--- src/shared/hls_pkg.sv ---
// package of constants and types for the hardware-loop setup decoder
package hls_pkg;
    // ****************************************************************
    // instruction fields
    // ****************************************************************
    localparam logic [6:0]  HLS_OPCODE       = 7'h2B;
    localparam logic [2:0]  HLS_FUNCT3       = 3'h4;
    localparam int          HLS_OPC_LSB      = 0;
    localparam int          HLS_IDX_BIT      = 7;
    localparam int          HLS_SUBOP_LSB    = 8;
    localparam int          HLS_F3_LSB       = 12;
    localparam int          HLS_RS1_LSB      = 15;
    localparam int          HLS_LIMM_LSB     = 20;
    localparam int          HLS_ADDR_SHIFT   = 2;
    localparam logic [31:0] HLS_NEXT_INSN    = 32'h0000_0004;
    localparam logic [31:0] HLS_ALIGN_MASK   = 32'hFFFF_FFFC;
    localparam logic [11:0] HLS_LIMM_ZERO    = 12'h000;
    localparam logic [4:0]  HLS_RS1_ZERO     = 5'h00;
    localparam logic [31:0] HLS_RESET_VALUE  = 32'h0000_0000;
    localparam int          HLS_NUM_LOOPS    = 2;

    // ****************************************************************
    // sub-operation codes
    // ****************************************************************
    typedef enum logic [3:0] {
        HLS_SET_START_IMM   = 4'h0,
        HLS_SET_START_REG   = 4'h1,
        HLS_SET_END_IMM     = 4'h2,
        HLS_SET_END_REG     = 4'h3,
        HLS_SET_COUNT_IMM   = 4'h4,
        HLS_SET_COUNT_REG   = 4'h5,
        HLS_SHORT_SETUP_IMM = 4'h6,
        HLS_SHORT_SETUP_REG = 4'h7
    } hls_subop_e;
endpackage : hls_pkg

--- src/shared/hls_wr_if.sv ---
// interface carrying loop register write requests to the storage
`timescale 1ns/10ps
interface hls_wr_if;
    logic        idx;
    logic        we_start;
    logic        we_end;
    logic        we_count;
    logic [31:0] start_val;
    logic [31:0] end_val;
    logic [31:0] count_val;
    logic [31:0] start_q [2];
    logic [31:0] end_q   [2];
    logic [31:0] count_q [2];

    modport dec (output idx, we_start, we_end, we_count, start_val, end_val, count_val,
                 input start_q, end_q, count_q);
    modport mem (input idx, we_start, we_end, we_count, start_val, end_val, count_val,
                 output start_q, end_q, count_q);
endinterface : hls_wr_if

--- src/core/hls_loop_regs.sv ---
// storage for the two sets of loop start, end and count registers
`timescale 1ns/10ps
module hls_loop_regs
    import hls_pkg::*;
(
    input  wire logic mclk,
    input  wire logic srst,
    hls_wr_if.mem     wr
);
    logic [31:0] start_r      [HLS_NUM_LOOPS];
    logic [31:0] end_r        [HLS_NUM_LOOPS];
    logic [31:0] count_r      [HLS_NUM_LOOPS];
    logic [31:0] next_start_r [HLS_NUM_LOOPS];
    logic [31:0] next_end_r   [HLS_NUM_LOOPS];
    logic [31:0] next_count_r [HLS_NUM_LOOPS];

    always_comb begin
        for (int i = 0; i < HLS_NUM_LOOPS; i++) begin
            next_start_r[i] = start_r[i];
            next_end_r[i]   = end_r[i];
            next_count_r[i] = count_r[i];
            // only the indexed set changes; the other loop is untouched
            if (wr.idx == i[0]) begin // RL12
                if (wr.we_start) begin
                    next_start_r[i] = wr.start_val & HLS_ALIGN_MASK; // RL3
                end
                if (wr.we_end) begin
                    next_end_r[i] = wr.end_val & HLS_ALIGN_MASK; // RL3
                end
                if (wr.we_count) begin
                    next_count_r[i] = wr.count_val;
                end
            end
        end
    end

    always_ff @(posedge mclk) begin
        for (int i = 0; i < HLS_NUM_LOOPS; i++) begin
            if (srst) begin
                start_r[i] <= HLS_RESET_VALUE;
                end_r[i]   <= HLS_RESET_VALUE;
                count_r[i] <= HLS_RESET_VALUE;
            end else begin
                start_r[i] <= next_start_r[i];
                end_r[i]   <= next_end_r[i];
                count_r[i] <= next_count_r[i];
            end
        end
    end

    assign wr.start_q = start_r;
    assign wr.end_q   = end_r;
    assign wr.count_q = count_r;
endmodule : hls_loop_regs

--- src/core/hls_loop_setup.sv ---
// hardware-loop setup instruction decoder and executor
//
// Overview of operation
// RL1: immediate start form writes start = pc + (long imm << 2).
// RL2: register start/end forms copy source register, ignoring its two low bits.
// RL3: stored start and end addresses always have two low bits zero.
// RL4: immediate end form writes end = pc + (long imm << 2).
// RL5: long forms update one parameter; count from long imm or source register.
// RL6: short immediate setup: start pc+4, end pc+(short imm<<2), count long imm.
// RL7: short register setup: start pc+4, end pc+(long imm<<2), count from register.
// RL8: software places loop body right after a short setup instruction.
// RL9: short immediate end offset from bits 19:15, count from bits 31:20.
// RL10: recognised by opcode 0101011, funct3 100; index bit 7, subop bits 11:8.
// RL11: subop codes 0000 through 0111 select the eight setup instructions.
// RL12: two independent register sets selected by loop index 0 or 1.
// RL13: instructions exist only when the custom extension parameter is 1.
// RL14: software finishes configuring a loop before entering its body.
// RL15: nonzero fixed-zero fields make a setup encoding illegal.
`timescale 1ns/10ps
module hls_loop_setup
    import hls_pkg::*;
#(
    parameter bit CUSTOM_EXT_ENABLE_PARAM = 1'b1
)
(
    input  wire logic        mclk,
    input  wire logic        srst,
    input  wire logic        insn_valid,
    input  wire logic [31:0] insn,
    input  wire logic [31:0] insn_pc,
    input  wire logic [31:0] rs1_value,
    output logic             insn_match,
    output logic             insn_illegal,
    output logic [31:0]      loop0_start,
    output logic [31:0]      loop0_end,
    output logic [31:0]      loop0_count,
    output logic [31:0]      loop1_start,
    output logic [31:0]      loop1_end,
    output logic [31:0]      loop1_count
);
    // ****************************************************************
    // field extraction
    // ****************************************************************
    hls_wr_if wr ();

    logic [6:0]  opc;
    logic [2:0]  f3;
    logic [3:0]  loop_subop_field;
    logic [4:0]  rs1_field;
    logic [11:0] long_unsigned_imm;
    logic [4:0]  short_unsigned_imm;
    logic        is_family;
    logic        fields_ok;
    logic        do_write;

    function automatic logic [31:0] hls_pc_offset(input logic [31:0] pc, input logic [11:0] imm);
        hls_pc_offset = pc + ({20'h00000, imm} << HLS_ADDR_SHIFT);
    endfunction : hls_pc_offset

    assign opc                = insn[HLS_OPC_LSB +: 7];
    assign f3                 = insn[HLS_F3_LSB +: 3];
    assign loop_subop_field   = insn[HLS_SUBOP_LSB +: 4];
    assign rs1_field          = insn[HLS_RS1_LSB +: 5];
    assign short_unsigned_imm = insn[HLS_RS1_LSB +: 5]; // RL9
    assign long_unsigned_imm  = insn[HLS_LIMM_LSB +: 12]; // RL9

    // disabled parameter makes the whole family unrecognised
    assign is_family = CUSTOM_EXT_ENABLE_PARAM && insn_valid
                       && opc == HLS_OPCODE && f3 == HLS_FUNCT3; // RL10 RL13

    // ****************************************************************
    // decode and operand selection
    // ****************************************************************
    always_comb begin
        fields_ok    = 1'b0;
        wr.we_start  = 1'b0;
        wr.we_end    = 1'b0;
        wr.we_count  = 1'b0;
        wr.start_val = HLS_RESET_VALUE;
        wr.end_val   = HLS_RESET_VALUE;
        wr.count_val = HLS_RESET_VALUE;
        wr.idx       = insn[HLS_IDX_BIT]; // RL10 RL12
        case (loop_subop_field) // RL11
            HLS_SET_START_IMM: begin
                fields_ok    = rs1_field == HLS_RS1_ZERO; // RL15
                wr.we_start  = 1'b1; // RL5
                wr.start_val = hls_pc_offset(insn_pc, long_unsigned_imm); // RL1
            end
            HLS_SET_START_REG: begin
                fields_ok    = long_unsigned_imm == HLS_LIMM_ZERO; // RL15
                wr.we_start  = 1'b1;
                wr.start_val = rs1_value & HLS_ALIGN_MASK; // RL2
            end
            HLS_SET_END_IMM: begin
                fields_ok  = rs1_field == HLS_RS1_ZERO; // RL15
                wr.we_end  = 1'b1;
                wr.end_val = hls_pc_offset(insn_pc, long_unsigned_imm); // RL4
            end
            HLS_SET_END_REG: begin
                fields_ok  = long_unsigned_imm == HLS_LIMM_ZERO; // RL15
                wr.we_end  = 1'b1;
                wr.end_val = rs1_value & HLS_ALIGN_MASK; // RL2
            end
            HLS_SET_COUNT_IMM: begin
                fields_ok    = rs1_field == HLS_RS1_ZERO; // RL15
                wr.we_count  = 1'b1;
                wr.count_val = {20'h00000, long_unsigned_imm}; // RL5
            end
            HLS_SET_COUNT_REG: begin
                fields_ok    = long_unsigned_imm == HLS_LIMM_ZERO; // RL15
                wr.we_count  = 1'b1;
                wr.count_val = rs1_value; // RL5
            end
            HLS_SHORT_SETUP_IMM: begin
                fields_ok    = 1'b1;
                wr.we_start  = 1'b1;
                wr.we_end    = 1'b1;
                wr.we_count  = 1'b1;
                wr.start_val = insn_pc + HLS_NEXT_INSN; // RL6
                wr.end_val   = hls_pc_offset(insn_pc, {7'h00, short_unsigned_imm}); // RL6 RL9
                wr.count_val = {20'h00000, long_unsigned_imm}; // RL6
            end
            HLS_SHORT_SETUP_REG: begin
                fields_ok    = 1'b1;
                wr.we_start  = 1'b1;
                wr.we_end    = 1'b1;
                wr.we_count  = 1'b1;
                // body is assumed to start at the following instruction
                wr.start_val = insn_pc + HLS_NEXT_INSN; // RL7 RL8
                wr.end_val   = hls_pc_offset(insn_pc, long_unsigned_imm); // RL7
                wr.count_val = rs1_value; // RL7
            end
            default: begin
                fields_ok = 1'b0;
            end
        endcase
        do_write = is_family && fields_ok;
        // illegal encodings must leave every loop register untouched
        if (!do_write) begin // RL15
            wr.we_start = 1'b0;
            wr.we_end   = 1'b0;
            wr.we_count = 1'b0;
        end
    end

    assign insn_match   = do_write;
    assign insn_illegal = is_family && !fields_ok; // RL15

    // ****************************************************************
    // loop register storage
    // ****************************************************************
    hls_loop_regs u_regs (
        .mclk (mclk),
        .srst (srst),
        .wr   (wr)
    );

    // outputs reflect stored state; software must finish setup before the body (RL14)
    assign loop0_start = wr.start_q[0];
    assign loop0_end   = wr.end_q[0];
    assign loop0_count = wr.count_q[0];
    assign loop1_start = wr.start_q[1];
    assign loop1_end   = wr.end_q[1];
    assign loop1_count = wr.count_q[1];
endmodule : hls_loop_setup

--- config.mk ---
export PLATFORM = sky130hd
export DESIGN_NAME = hls_loop_setup
export DESIGN_NICKNAME = d
export VERILOG_FILES = /design/src/shared/hls_pkg.sv /design/src/shared/hls_wr_if.sv /design/src/core/hls_loop_regs.sv /design/src/core/hls_loop_setup.sv
export SDC_FILE = /design/constraint.sdc
export NUM_CORES = 1
export LEC_CHECK = 0
export ABC_AREA = 1
export ABC_CLOCK_PERIOD_IN_PS = 6200
export BUFFER_PORTS_ARGS = -buffer_cell sky130_fd_sc_hd__buf_2
export CORE_UTILIZATION = 40
export DETAILED_ROUTE_END_ITERATION = 10
export SLEW_MARGIN = 0
export SYNTH_ARGS = -nofsm -noshare
export SYNTH_HDL_FRONTEND = slang
export SYNTH_HIERARCHICAL = 1
export SYNTH_SLANG_ARGS = --single-unit
--- constraint.sdc ---
create_clock -name mclk -period 6.2 [get_ports mclk]
set_input_delay 1.24 -clock mclk [delete_from_list [all_inputs] [get_ports mclk]]
set_output_delay 1.24 -clock mclk [all_outputs]
set_load 0.05 [all_outputs]
* Yosys cells after proc, flatten, opt, wreduce, memory -nomap -nowiden
Index checks and enable logic that the tools add are counted.
** Storage, ports and cells
- Register bits after elaboration :: 184
- Input port bits :: 99
- Word-level logic and storage cells :: 52
** Operators by class
- $add $sub $neg :: 3
- Eq/ne operators :: 9
- Multiplexer cells :: 10
- Bitwise operators :: 1
- Reductions and logical operators :: 23
** Operators with widths (count)
- 32-bit case mux with 3 select lines :: 2
- 32-bit case mux with 2 select lines :: 1
- 32-bit by 14-bit adder with 32-bit output :: 1
- 32-bit by 3-bit adder with 32-bit output, second input constant :: 1
- 32-bit by 7-bit adder with 32-bit output :: 1
- 4-bit by 3-bit equality test with 1-bit output, second input constant :: 4
- 12-bit logical NOT :: 1
- 2-bit AND reduction :: 6
- 4-bit OR reduction :: 3
- 4-bit by 2-bit equality test with 1-bit output, second input constant :: 2
- 2-bit OR reduction :: 4
- 7-bit by 6-bit equality test with 1-bit output, second input constant :: 1
- 1-bit two-way mux :: 6
- 3-bit OR reduction :: 2
- 5-bit logical NOT :: 1
- 4-bit by 1-bit equality test with 1-bit output, second input constant :: 1
- 1-bit logical AND :: 4
- 4-bit logical NOT :: 1
- 3-bit equality test, second input constant :: 1
- 1-bit case mux with 3 select lines :: 1
- 1-bit logical NOT :: 1
- 1-bit inverter :: 1

* Depth between registers and ports, before layout
- Depth in word-level cells :: 6
- Depth in mapped cells :: 17
- Depth with buffers taken out :: 17

* Hierarchy
The synthesis kept the hierarchy.
** Modules (own cells, without submodules)
- hls_loop_regs :: instances 1, cells an instance 1020, area each 7300.8 um^2
- hls_loop_setup :: instances 1, cells an instance 928, area each 4446.8 um^2

* Least setup slack after synthesis
Ideal clock, no wire load.
- Kind :: input port to output port
- Start :: input port insn[8]
- End :: output port insn_illegal
- Arrival :: 3.023 ns
- Data required time :: 4.960 ns
- Path slack :: 1.937 ns
- Stages on the path :: 6
- Path through :: buf_2 inv_1 clkbuf_1 nand3_1 nand3_1 a21boi_0
** Between the ends
- Cells in the longest elaborated chain, start to end :: 5
- Elaborated cells on any way between the ends :: 14
** Ends and longest elaborated chain
- start, declared :: line hls_loop_setup.sv:29 : input wire logic [31:0] insn,
- 4-bit by 3-bit equality test with 1-bit output (tied with other cells) :: line hls_loop_setup.sv:83 : case (loop_subop_field)
- 3-bit OR reduction (no source line) / 2-bit OR reduction (equally long branches)
- 1-bit case mux with 3 select lines (*) :: line hls_loop_setup.sv:83
- 1-bit logical NOT (*) :: line hls_loop_setup.sv:147 : assign insn_illegal = is_family && !fields_ok;
- 1-bit logical AND (*) :: line hls_loop_setup.sv:147
- end, declared :: line hls_loop_setup.sv:33 : output logic insn_illegal,
Every way passes the cells marked *; elsewhere a longest branch is shown, timed or not.

* Worst setup path after layout
- Start :: input port insn[8]
- End :: output port insn_match
** Between the ends
- Cells in the longest elaborated chain, start to end :: 4
- Elaborated cells on any way between the ends :: 13
** Ends and longest elaborated chain
- 4-bit by 3-bit equality test with 1-bit output (tied with other cells) :: line hls_loop_setup.sv:83
- 3-bit OR reduction (no source line) / 2-bit OR reduction (equally long branches)
- 1-bit case mux with 3 select lines (*) :: line hls_loop_setup.sv:83
- 1-bit logical AND (*) :: line hls_loop_setup.sv:137 : do_write = is_family && fields_ok;
- end, declared :: line hls_loop_setup.sv:32 : output logic insn_match,
Marked as above.

==> results.sh <==
export IMPL_crit_type="in -> out"
export IMPL_period_needed_ns=4.028
export IMPL_start_util=0.4070
export IMPL_period_share=0.6497
export IMPL_die_width_um=173.1
export IMPL_fin_ws_ns=2.172
export IMPL_worst_path_most_repeated_cell="nand3_1"
export IMPL_power_mw=2.745
export IMPL_rows=62
export IMPL_endpoint="insn_match"
export IMPL_postCtsResizedCells=0
export IMPL_routedWlPerCell_um=18.33
export IMPL_hp_class="reg -> reg"
export IMPL_powerDensity_nw_per_um2=198.3
export IMPL_detail_route_first_pass_iterations=8
export IMPL_rsz0062_at_grt="false"
export IMPL_fin_nets=2276
export IMPL_vias_per_cell=5.243
export IMPL_clock_skew_ns=0
export IMPL_finalInstanceArea_um2=13840
export IMPL_areaGrowthSynthToFinish_pct=18.19
export IMPL_hold_worst_slack_ns=0.4617
export IMPL_max_stage_delay_ns=0.30
export IMPL_die_area_um2=29970
export IMPL_h_tree_depth=4
export IMPL_drv_slew=0
export IMPL_io_pins=293
export IMPL_clkSinkCount=184
export IMPL_postRouteWirelength_um=46860
export IMPL_grt_pass1_vias=12450
export IMPL_drtIter0Drc=1076
export IMPL_synthCells=1940
export IMPL_status="finished, final reports clean"
export IMPL_worstSkewPairLatency_ns=0.45
export IMPL_cts_setup_buffers=0
export IMPL_critPathLaunchType="input port"
export IMPL_arrival_ns=2.79
export IMPL_reg2reg_slack_ns=5.52
export IMPL_io_buffers=282
export IMPL_synthesis_area_um2=11710
export IMPL_drv_cap=0
export IMPL_r2r_end="u_regs/wr.end_q[16]"
export IMPL_grtUsageTotal=0.3086
export IMPL_relSlewSlack=0.1116
export IMPL_drc_errors=0
export IMPL_dpl_cell_area_um2=13230
export IMPL_worstRegToRegCells=2
export IMPL_cts_root_buf="clkbuf_16"
export IMPL_dp_cells=2522
export IMPL_vias=13400
export IMPL_gr_total_overflow=0
export IMPL_antenna_left=0
export IMPL_core_area_um2=28780
export IMPL_finalSetupViolations=0
export IMPL_die_h_um=173.1
export IMPL_dp_hpwl_um=35830
export IMPL_synth_warning_count=6
export IMPL_clockBufferDepth=2
export IMPL_fin_cells=2556
export IMPL_power_leakage_nw=6.430
export IMPL_antenna_found_initial=5
export IMPL_grt_pass1_wl_um=71160
export IMPL_r2r_start="u_regs/wr.end_q[16]"
export IMPL_fin_tns_setup_ns=0
export IMPL_crit_fanout=13
export IMPL_crit_chain="buf_2 -> inv_1 -> nor3_1 -> nand3_1 -> nand3_1 -> nand3_1 -> inv_1 -> buf_2"
export IMPL_drive_gt1_frac=0.1853
export IMPL_crit_start="insn[8]"
export IMPL_hold_viol=0
export IMPL_numCtsBuffers=17
export IMPL_clk_pin_slew_ns=0.08
export IMPL_post_place_ws_ns=1.986
export IMPL_ir_worst_vdd_uv=168.1
export IMPL_crit_slowest_cell="nand3_1"
export IMPL_final_core_util=0.4810
export IMPL_syn_avg_cell_area_um2=6.037
export IMPL_grt_max_degree=73
export IMPL_fmax_mhz=248.3
export IMPL_worstPathRequired_ns=4.96
export IMPL_worstMarginPinSlew_ns=1.325
export IMPL_cts_hold_buf=0
export IMPL_cts_tree="yes"
export IMPL_crit_path_end_kind="primary output"
export IMPL_gp_congestion=1.010
where the power goes:
group | internal [mW] | leakage [nW] | switching, mW | total, mW
logic | 0.108 | 4.65 | 0.318 | 0.426
clock network | 0.596 | 0.297 | 0.542 | 1.14
registers | 1.18 | 1.48 | 0.00000870 | 1.18
state kept, by name, indices dropped and copies added, names as in the netlist:
register,cells
u_regs/wr.count_q,64
u_regs/wr.start_q,60
u_regs/wr.end_q,60
metal layers:
layer	up-vias	track usage	routed length, um
met1	6141	0.3891	19560
li1	6589	-	-
met5	-	0	31
met2	567	0.4988	21150
met4	6	0.1412	1988
met3	97	0.07234	4137
final cells by class:
type                       instances  area (um2)
antenna                            2       5.005
clock buffer                      19       452.9
clock inverter                    13       157.7
fill                            3132       14940
inverter                         253       949.7
multi-input combinational       1401        6568
sequential                       184        3684
tap                              384       480.5
timing repair buffer             300        1546
layout by cell type, fill, tap and decap left out, drive strengths merged, types with 2 or more instances in the layout:
cell type  count
o211ai        19
dfxtp        184
xor2           9
clkbuf        19
nand4         13
a21boi         2
nor3          17
o22ai          5
fa             2
conb           8
clkinv         8
nor4           3
nor2         292
buf          300
diode          2
o221ai         6
o21ai         47
ha            18
inv          256
nand3        347
or2            4
nand2        490
a21oi        116
how the worst min path moves through the flow:
| stage | from | endpoint | slack (ns) | depth (start not counted) |
|---|---|---|---|---|
| detailed placement | u_regs/wr.start_q[18] | u_regs/wr.start_q[18] | 0.45 | 2 |
| finish | u_regs/wr.start_q[18] | u_regs/wr.start_q[18] | 0.46 | 2 |
| CTS | u_regs/wr.start_q[18] | u_regs/wr.start_q[18] | 0.46 | 2 |
| global route | u_regs/wr.start_q[19] | u_regs/wr.start_q[19] | 0.48 | 2 |
| floorplan | u_regs/wr.count_q[11] | u_regs/wr.count_q[11] | 0.68 | 2 |
| global placement | u_regs/wr.count_q[26] | u_regs/wr.count_q[26] | 0.45 | 2 |
critical path: cells and delay by family:
family                 cells  cell delay, ns
buffers and inverters      4            0.83
and+or+nand+nor            4            0.72
(Power assumes the default switching activity.)
